[src/rtl/lcgts_defs.vh]
// Register map and field layout of the gate term selection block.
// Included by the block's design file; definitions only.
`ifndef LCGTS_DEFS_VH
`define LCGTS_DEFS_VH

// ----------------------------------------
// Register byte offsets
// ----------------------------------------
`define LCGTS_OFF_GATE1_SEL 12'h000
`define LCGTS_OFF_GATE2_SEL 12'h004
`define LCGTS_OFF_GATE3_SEL 12'h008
`define LCGTS_OFF_SRC_SEL 12'h00C
`define LCGTS_OFF_GATE_INV 12'h010
`define LCGTS_OFF_STATUS 12'h014

// ----------------------------------------
// Field layout
// ----------------------------------------
`define LCGTS_SEL_W 8
`define LCGTS_SRC_W 6
`define LCGTS_NUM_SRC 64
`define LCGTS_INV_W 3
`define LCGTS_SEL_RESET 8'h00
`define LCGTS_SRC_RESET 24'h000000
`define LCGTS_INV_RESET 3'h0

`endif

[src/rtl/lcgts_gate_term_select.v]
// Gate 1..3 term selection matrix with APB register access.
// Assumes an APB master on pclk; signal sources arrive as async pins.
//
// Chosen here: the register addresses and the APB slave port.
`timescale 1ns/1ps
`default_nettype none
`include "lcgts_defs.vh"

module lcgts_gate_term_select (
    // APB
    input wire pclk,
    input wire presetn,
    input wire psel,
    input wire penable,
    input wire pwrite,
    input wire [11:0] paddr,
    input wire [31:0] pwdata,
    output reg [31:0] prdata,
    output reg pready,
    output reg pslverr,
    // Signal sources
    input wire [`LCGTS_NUM_SRC-1:0] src_in,
    // Power-on reset for the selection registers
    input wire por_n,
    // Gate outputs to the cell function
    output reg [2:0] gate_out,
    output reg [3:0] cell_data_in
);

// ----------------------------------------
// Registers
// ----------------------------------------
reg [`LCGTS_SEL_W-1:0] gate1_term_select;
reg [`LCGTS_SEL_W-1:0] gate2_term_select;
reg [`LCGTS_SEL_W-1:0] gate3_term_select;
reg [4*`LCGTS_SRC_W-1:0] data_source_select;
reg [`LCGTS_INV_W-1:0] gate_output_invert;
reg [`LCGTS_NUM_SRC-1:0] src_s1;
reg [`LCGTS_NUM_SRC-1:0] src_s2;
reg [`LCGTS_NUM_SRC-1:0] src_s3;
reg [`LCGTS_NUM_SRC-1:0] src_stable;

wire access = psel && penable;
wire wr = access && pwrite;
wire rd_ok = (paddr == `LCGTS_OFF_GATE1_SEL) || (paddr == `LCGTS_OFF_GATE2_SEL) ||
    (paddr == `LCGTS_OFF_GATE3_SEL) || (paddr == `LCGTS_OFF_SRC_SEL) ||
    (paddr == `LCGTS_OFF_GATE_INV) || (paddr == `LCGTS_OFF_STATUS);

// ----------------------------------------
// Term matrix: OR of selected true/inverted inputs
// ----------------------------------------
function gate_terms;
    input [7:0] sel;
    input [3:0] d;
    begin
        gate_terms = (sel[7] & d[3]) | (sel[5] & d[2]) | (sel[3] & d[1]) | (sel[1] & d[0]) |
            (sel[6] & ~d[3]) | (sel[4] & ~d[2]) | (sel[2] & ~d[1]) | (sel[0] & ~d[0]);
    end
endfunction

// ----------------------------------------
// Source selection
// ----------------------------------------
function pick_src;
    input [`LCGTS_NUM_SRC-1:0] s;
    input [`LCGTS_SRC_W-1:0] idx;
    begin
        pick_src = s[idx];
    end
endfunction

reg [3:0] next_cell_data_in;
reg [2:0] next_gate_out;
integer i;
integer j;

always @* begin
    for (i = 0; i < 4; i = i + 1) begin
        next_cell_data_in[i] = pick_src(src_stable, data_source_select[i*`LCGTS_SRC_W +: `LCGTS_SRC_W]);
    end
    next_gate_out[0] = gate_terms(gate1_term_select, next_cell_data_in) ^ gate_output_invert[0];
    next_gate_out[1] = gate_terms(gate2_term_select, next_cell_data_in) ^ gate_output_invert[1];
    next_gate_out[2] = gate_terms(gate3_term_select, next_cell_data_in) ^ gate_output_invert[2];
end

// ----------------------------------------
// Input synchronisers, change counts when stages 2 and 3 agree
// ----------------------------------------
always @(posedge pclk or negedge presetn) begin
    if (!presetn) begin
        src_s1 <= {`LCGTS_NUM_SRC{1'b0}};
        src_s2 <= {`LCGTS_NUM_SRC{1'b0}};
        src_s3 <= {`LCGTS_NUM_SRC{1'b0}};
        src_stable <= {`LCGTS_NUM_SRC{1'b0}};
        cell_data_in <= 4'h0;
        gate_out <= 3'h0;
    end else begin
        src_s1 <= src_in;
        src_s2 <= src_s1;
        src_s3 <= src_s2;
        for (j = 0; j < `LCGTS_NUM_SRC; j = j + 1) begin
            if (src_s2[j] == src_s3[j]) begin
                src_stable[j] <= src_s3[j];
            end
        end
        cell_data_in <= next_cell_data_in;
        gate_out <= next_gate_out;
    end
end

// ----------------------------------------
// Selection registers, cleared only by power-on reset
// ----------------------------------------
always @(posedge pclk or negedge por_n) begin
    if (!por_n) begin
        gate1_term_select <= `LCGTS_SEL_RESET;
        gate2_term_select <= `LCGTS_SEL_RESET;
        gate3_term_select <= `LCGTS_SEL_RESET;
        data_source_select <= `LCGTS_SRC_RESET;
        gate_output_invert <= `LCGTS_INV_RESET;
    end else if (wr) begin
        case (paddr)
            `LCGTS_OFF_GATE1_SEL: gate1_term_select <= pwdata[7:0];
            `LCGTS_OFF_GATE2_SEL: gate2_term_select <= pwdata[7:0];
            `LCGTS_OFF_GATE3_SEL: gate3_term_select <= pwdata[7:0];
            `LCGTS_OFF_SRC_SEL: data_source_select <= pwdata[23:0];
            `LCGTS_OFF_GATE_INV: gate_output_invert <= pwdata[2:0];
            default: gate_output_invert <= gate_output_invert;
        endcase
    end
end

// ----------------------------------------
// APB answer: one wait-free access cycle
// ----------------------------------------
always @(posedge pclk or negedge presetn) begin
    if (!presetn) begin
        prdata <= 32'h00000000;
        pready <= 1'b0;
        pslverr <= 1'b0;
    end else begin
        pready <= psel && !penable;
        pslverr <= psel && !penable && !rd_ok;
        prdata <= 32'h00000000;
        if (psel && !penable && !pwrite) begin
            case (paddr)
                `LCGTS_OFF_GATE1_SEL: prdata <= {24'h000000, gate1_term_select};
                `LCGTS_OFF_GATE2_SEL: prdata <= {24'h000000, gate2_term_select};
                `LCGTS_OFF_GATE3_SEL: prdata <= {24'h000000, gate3_term_select};
                `LCGTS_OFF_SRC_SEL: prdata <= {8'h00, data_source_select};
                `LCGTS_OFF_GATE_INV: prdata <= {29'h00000000, gate_output_invert};
                `LCGTS_OFF_STATUS: prdata <= {25'h0000000, gate_out, cell_data_in};
                default: prdata <= 32'h00000000;
            endcase
        end
    end
end

endmodule
`default_nettype wire

[config.mk]
export PLATFORM = sky130hd
export DESIGN_NAME = lcgts_gate_term_select
export DESIGN_NICKNAME = d
export VERILOG_FILES = /design/src/rtl/lcgts_gate_term_select.v
export VERILOG_INCLUDE_DIRS = /design/src /design/src/rtl
export SDC_FILE = /design/constraint.sdc
export NUM_CORES = 1
export LEC_CHECK = 0
export BUFFER_PORTS_ARGS = -buffer_cell sky130_fd_sc_hd__buf_2
export CAP_MARGIN = 20
export CORE_MARGIN = 2
export CORE_UTILIZATION = 56
export DETAILED_ROUTE_END_ITERATION = 8
export PLACE_DENSITY_LB_ADDON = 0.25
export SYNTH_ARGS = -nofsm -noshare
export SYNTH_HDL_FRONTEND = slang
export SYNTH_SLANG_ARGS = --single-unit
export TNS_END_PERCENT = 100
[constraint.sdc]
create_clock -name pclk -period 4.8 [get_ports pclk]
set_clock_uncertainty 0.2 [all_clocks]
set_input_delay 1.44 -clock pclk [delete_from_list [all_inputs] [get_ports pclk]]
set_output_delay 1.44 -clock pclk [all_outputs]
set_load 0.05 [all_outputs]
==> impl_metrics.csv, run 1 <==
group,metric,value,unit
outcome,status,"finished, final reports clean",
timing,max_freq,284,MHz
cts,ctsHoldBuffers,0,
route,drt_iter0_markers,370,
global_route,grt_pass1_wl,43.4,mm
route,antenna_left,0,
synth,synth_area_per_cell,15.1,sq um
power,irDropWorstVdd,0.330,mV
final_layout,layout.nets,1144,
timing,slew_headroom,37.6,%
route,drt_pass1_iterations,5,
cts,htreeDepth,2,
synth,synthTopCellsByArea,"dfrtp_1 (64%), mux2_2 (6.6%), mux4_2 (5.3%)",
timing,min_period,3.52,ns
worst_setup_path,crit_type,"flip-flop to flip-flop",
worst_setup_path,cp.arrival,3.73,ns
synth,synth_edf_count,0,
final_layout,antenna_cells,0,
timing,setup_violations,0,
final_layout,num-fill-cells,1722,
cts,clock-sinks,340,
global_route,antenna_found_initial,0,
worst_setup_path,path_max_fanout,15,
final_layout,syn_to_final_growth,16.3,%
cts,cts_tree,"yes",
global_route,grt_overflow,0,
cts,clk_transition_reported_paths,0.06,ns
placement,dp_hpwl,18.6,mm
route,vias,7658,
global_route,grt.total_usage,22.8,%
worst_hold_path,hp-class,"flip-flop to flip-flop",
global_route,grt_max_degree,115,
cts,cts_resized,0,
timing,tightest_slew,0.928,ns
cts,clk-insertion-delay-late,0.50,ns
final_layout,final_common_cell,"dfrtp_1",
placement,gp_congestion,0.896,
power,p_per_area,401,nW/um^2
synth,syn_inst,877,
cts,clk_root_buffer_cell,"clkbuf_16",
floorplanning,core-area,23300,sq um
cts,ctsLongestPathBuffers,3,
timing,rsz0062_at_grt,"false",
route,vias_per_cell,5.59,
worst_setup_path,required,5.01,ns
route,drc,0,
timing,slew_violations,0,
synth,ys_seq_area_share,64.4,%
timing,tns,0,ns
synth,ys_warn_count,0,
power,leakage,0.00670,uW
floorplanning,core.rowCount,56,
run,maxCapViolCount,0,
worst_setup_path,end_kind,"flip-flop",
worst_setup_path,critPathLaunchType,"flip-flop",
floorplanning,ios,155,
timing,hold_viol,0,
placement,port_buffers,138,
synth,yosysUniqueCellTypes,53,
global_route,grt_pass1_vias,7756,
synth,ys_ff_latch,340,
final_layout,final_cell_mix,"dfrtp_1 (340), buf_2 (137), mux2_2 (77), maj3_1 (64), mux2i_1 (54)",
floorplanning,initial_core_util,56.6,%
final_layout,drive_gt1_share,30.8,%
timing,fin_crit_sh,73.3,%
route,drt_wl_total,26.9,mm
cts,post_cts_buffers,0,
synth,synth_top_area_share,64.4,%
synth,synth_largest_area_cell,"dfrtp_1",
placement,placed_area,14200,sq um
synth,netlist_area,13200,sq um
floorplanning,die-height,158,microns
final_layout,final_area,15400,sq um
cts,cts_buffers,34,
floorplanning,dieArea,24800,sq um
synth,synthFlopType,"dfrtp_1",
floorplanning,die_x,158,microns
route,wl_per_cell,19.6,microns
synth,async_flop_share,100,%
==> final timing paths <==
kind                       slack, ns  depth (start not counted)                          startpoint                            endpoint
max                             1.28                          9  data_source_select[12]$_DFFE_PN0P_               gate_out[1]$_DFF_PN0_
max in group asynchronous       2.68                          2                             presetn           pick_src.s[3]$_DFFE_PN0N_
max reg2reg                     1.28                          9  data_source_select[12]$_DFFE_PN0P_               gate_out[1]$_DFF_PN0_
min                             0.14                          0                src_s1[39]$_DFF_PN0_                src_s2[39]$_DFF_PN0_
min in group asynchronous       0.77                          1                               por_n  data_source_select[17]$_DFFE_PN0P_
min reg2reg                     0.14                          0                src_s1[39]$_DFF_PN0_                src_s2[39]$_DFF_PN0_
==> logic make-up (layout without fill, tap and decap cells) <==
group,after synthesis,count (layout),synth area share (%)
AO/OA/AOI/OAI,84,84,4.68
XOR/XNOR,3,3,0.199
adder cells (fa/ha/maj),64,64,4.85
buffers and inverters,58,225,2.38
flip-flops,340,340,64.4
multiplexers,166,166,16.7
other,1,8,0.0284
AND/OR/NAND/NOR,161,161,6.79
==> per-stage QoR <==
step	power (uW)	util (%)	cells	hold WS (ns)	worst slack, ns
after floorplan	3360	-	884	0.131	1.51
after global placement	3550	61.0	1313	0.132	1.16
after detailed placement	3560	61.0	1313	0.135	1.08
after CTS	6230	65.9	1370	0.144	1.29
after global routing	6420	65.9	1370	0.150	1.05
final	6160	65.9	1370	0.142	1.28
==> sequential cells by signal, indices dropped and copies added, names as in the netlist <==
signal,cells
cell_data_in,4
data_source_select,24
gate1_term_select,8
gate2_term_select,8
gate3_term_select,8
gate_out,3
gate_output_invert,3
pick_src.s,64
prdata,24
pready,1
pslverr,1
src_s1,64
src_s2,64
src_s3,64
==> Yosys cell counts (5+ instances only) <==
| master | n |
|---|---|
| nor4_1 | 6 |
| a211oi_1 | 12 |
| a21oi_1 | 6 |
| inv_1 | 14 |
| buf_4 | 9 |
| o21ai_0 | 8 |
| clkbuf_1 | 19 |
| nor3_1 | 15 |
| nor2_1 | 25 |
| a22oi_1 | 8 |
| nor2b_1 | 16 |
| dfrtp_1 | 340 |
| buf_2 | 8 |
| and2_1 | 21 |
| o22ai_1 | 16 |
| maj3_1 | 64 |
| mux4_2 | 31 |
| nand2_1 | 32 |
| a2111oi_0 | 5 |
| o2bb2ai_1 | 6 |
| mux2i_1 | 54 |
| mux2_2 | 77 |
| nand3_1 | 10 |
| nand2b_1 | 15 |
==> power breakdown <==
part	internal [uW]	switching (uW)
logic	178	194
clock network	1650	1010
registers	3010	127
==> worst max-delay path, stage by stage, from the launching register on <==
cell and delay, ns:
dfrtp_1 0.82, buf_4 0.38, mux4_1 0.58, mux2_2 0.30, nor3b_1 0.24, nor4_1 0.13
mux2i_4 0.26, o2111ai_1 0.16, nor3_2 0.23, xnor2_1 0.14
==> routing by layer <==
layer  vias to the layer above  GRT usage [%]  part of all wire [%]
li1                       3482              -                     -
met1                      3875           32.3                    44
met2                       262           36.7                    48
met5                         -              0                     0
met3                        39           4.46                   6.5
met4                         0           5.63                   1.7
==> final cells by class <==
type | count | area [sq um] | share of cell area [%]
Inverter | 14 | 52.6 | 0.342
Timing Repair Buffer | 154 | 846 | 5.50
Sequential cell | 340 | 8510 | 55.3
Clock inverter | 6 | 111 | 0.724
Clock buffer | 51 | 1040 | 6.74
Multi-Input combinational cell | 486 | 4420 | 28.7
Tap cell | 319 | 399 | 2.60
No activity file was read; power rests on OpenSTA's default activity.
==> run 2, diff against run 1 <==
--- a/config.mk
+++ b/config.mk
@@ -9,7 +9,7 @@
 export BUFFER_PORTS_ARGS = -buffer_cell sky130_fd_sc_hd__buf_2
 export CAP_MARGIN = 20
 export CORE_MARGIN = 2
-export CORE_UTILIZATION = 56
+export CORE_UTILIZATION = 52
 export DETAILED_ROUTE_END_ITERATION = 8
 export PLACE_DENSITY_LB_ADDON = 0.25
 export SYNTH_ARGS = -nofsm -noshare
==> constraint.sdc (replaced) <==
create_clock -name pclk -period 2.9 [get_ports pclk]
set_clock_uncertainty 0.2 [all_clocks]
set_input_delay 0.87 -clock pclk [delete_from_list [all_inputs] [get_ports pclk]]
set_output_delay 0.87 -clock pclk [all_outputs]
set_load 0.05 [all_outputs]
==> run 2 against run 1 <==
  * Maximum frequency up 22%
  * Sequential power up 65%
  * Die area up 7.5%
  * Cell count up 6.6%
  * Wire length up 4.9%
  * Critical path depth up 2
  * Power up 72%
  * Largest cell class unchanged
  * Highest routed layer unchanged
==> impl_metrics.csv, run 2 (synthesis gave the netlist of run 1 again) <==
group,metric,value,unit
cts,clk_root_buffer_cell,"clkbuf_16",
global_route,antenna_found_initial,0,
power,irDropWorstVdd,0.535,mV
route,wl_per_cell,19.3,microns
timing,slew_violations,0,
route,drt_iter0_markers,562,
cts,clock-sinks,340,
worst_hold_path,hp-class,"input pin to async pin",
placement,placed_area,14800,sq um
floorplanning,core-area,25000,sq um
global_route,grt_max_degree,70,
cts,clk-insertion-delay-late,0.52,ns
route,drt_pass1_iterations,7,
timing,rsz0062_at_grt,"true",
final_layout,final_common_cell,"dfrtp_1",
placement,port_buffers,138,
power,comb_power_share,6.8,%
route,vias_per_cell,5.45,
global_route,grt_overflow,0,
final_layout,drive_gt1_share,36.0,%
placement,dp_hpwl,20.0,mm
power,netSwitchingFraction,22.0,%
route,antenna_left,0,
worst_setup_path,r2r_cells,11,
worst_setup_path,crit_type,"flip-flop to flip-flop",
floorplanning,die-height,163,microns
power,leakage,0.00717,uW
timing,fin_crit_sh,99.9,%
outcome,status,"finished, final reports clean",
cts,htreeDepth,2,
worst_setup_path,rrSetupSlack,0.003,ns
route,drt_wl_total,28.2,mm
timing,tightest_slew,0.664,ns
power,seqPwrFrac,48.9,%
floorplanning,initial_core_util,52.8,%
final_layout,instances_no_fill,1460,
worst_setup_path,critPathLaunchType,"flip-flop",
worst_setup_path,cp.arrival,3.13,ns
timing,slew_headroom,55.3,%
final_layout,syn_to_final_growth,22.5,%
timing,min_period,2.90,ns
cts,clk_transition_reported_paths,0.07,ns
final_layout,layout.nets,1218,
cts,cts_buffers,35,
cts,cts_tree,"yes",
power,p_per_area,653,nW/um^2
global_route,grt_pass1_vias,8185,
worst_setup_path,path_max_fanout,8,
final_layout,antenna_cells,0,
timing,hold_viol,0,
placement,gp_congestion,0.893,
run,maxCapViolCount,0,
timing,setup_violations,0,
floorplanning,ios,155,
power,pwr-share-clk,44.3,%
worst_setup_path,end_kind,"flip-flop",
floorplanning,core.rowCount,58,
route,vias,7955,
placement,placedCellCount,1386,
global_route,grt.total_usage,22.1,%
power,netSwitchingPower,2320,uW
final_layout,final_cell_mix,"dfrtp_1 (340), buf_2 (137), mux2_2 (77), buf_4 (75), maj3_1 (64)",
worst_setup_path,required,3.13,ns
global_route,grt_pass1_wl,44.8,mm
power,p_int,8250,uW
floorplanning,dieArea,26700,sq um
route,drc,0,
cts,ctsLongestPathBuffers,3,
floorplanning,die_x,163,microns
final_layout,final_area,16200,sq um
timing,max_freq,345,MHz
-- run 2: cell types whose count changed in the layout (fill, tap and decap cells not counted), moves of 2 or more --
cell	change
buf_4	+61
buf_12	+10
clkinv_2	+4
clkbuf_8	-3
bufinv_16	+2
clkbuf_16	+2
mux2i_1	-2
mux2i_2	+2
-- run 2: layout make-up --
| type | instances | area (sq um) |
|---|---|---|
| Multi-Input combinational cell | 486 | 4430 |
| Clock inverter | 15 | 224 |
| Clock buffer | 48 | 1020 |
| Fill cell | 1887 | 8850 |
| Tap cell | 330 | 413 |
| Inverter | 14 | 52.6 |
| Timing Repair Buffer | 227 | 1540 |
| Sequential cell | 340 | 8510 |
-- run 2: critical path, stage by stage, from the launching register on --
cell     delay [ns]
dfrtp_1        0.39
buf_6          0.17
buf_12         0.13
mux4_2         0.49
mux2i_1        0.15
nor2_1         0.08
nor4_2         0.30
buf_4          0.20
mux2i_2        0.23
o22ai_1        0.11
nor3_2         0.22
xnor2_1        0.13
-- run 2: repair_timing --
| item | 4_1_cts | 5_1_grt |
|---|---|---|
| resized for setup | 1 | 3 |
| endpoints found under the setup margin | 3 | 3 |
| setup buffers | 4 | 6 |
| hold buffers | 0 | 0 |
| pin swaps | 0 | 4 |
| gates cloned | 0 | 1 |
-- run 2: power groups by stage --
| stage | combinational, uW | sequential (uW) | clock (uW) |
|---|---|---|---|
| final | 721 | 5170 | 4690 |
| after global routing | 793 | 5190 | 5030 |
| after CTS | 730 | 5160 | 4790 |
| after detailed placement | 722 | 5250 | 0 |
| after global placement | 711 | 5240 | 0 |
| after floorplan | 345 | 5220 | 0 |
-- run 2: worst paths after layout --
kind	from	endpoint
setup / recovery	data_source_select[18]$_DFFE_PN0P_	gate_out[1]$_DFF_PN0_
hold / removal	presetn	src_s2[40]$_DFF_PN0_
setup reg to reg	data_source_select[18]$_DFFE_PN0P_	gate_out[1]$_DFF_PN0_
hold reg to reg	src_s1[10]$_DFF_PN0_	src_s2[10]$_DFF_PN0_
max in group asynchronous	presetn	src_s3[17]$_DFF_PN0_
min in group pclk	src_s1[10]$_DFF_PN0_	src_s2[10]$_DFF_PN0_
-- run 2: layer usage --
layer  GRT usage [%]  share of wire, %  wire (microns)
met1            31.1                44           12400
met2            35.8                48           13500
met3            3.89               6.1            1710
met4            6.40               2.2             629
met5               0                 0               0
-- run 2: per-stage QoR --
step / hold slack (ns) / setup WS, ns / total power, uW / TNS [ns] / util [%]
finish: 0.0731 / 0.00305 / 10600 / 0 / 64.7
global route: 0.0821 / -0.118 / 11000 / -0.336 / 64.7
CTS: 0.0674 / 0.00578 / 10700 / 0 / 64.3
detailed placement: 0.135 / -0.0425 / 5970 / -0.399 / 59.2
global placement: 0.132 / -0.0498 / 5950 / -0.113 / 59.2
floorplan: 0.131 / 0.184 / 5570 / 0 / -
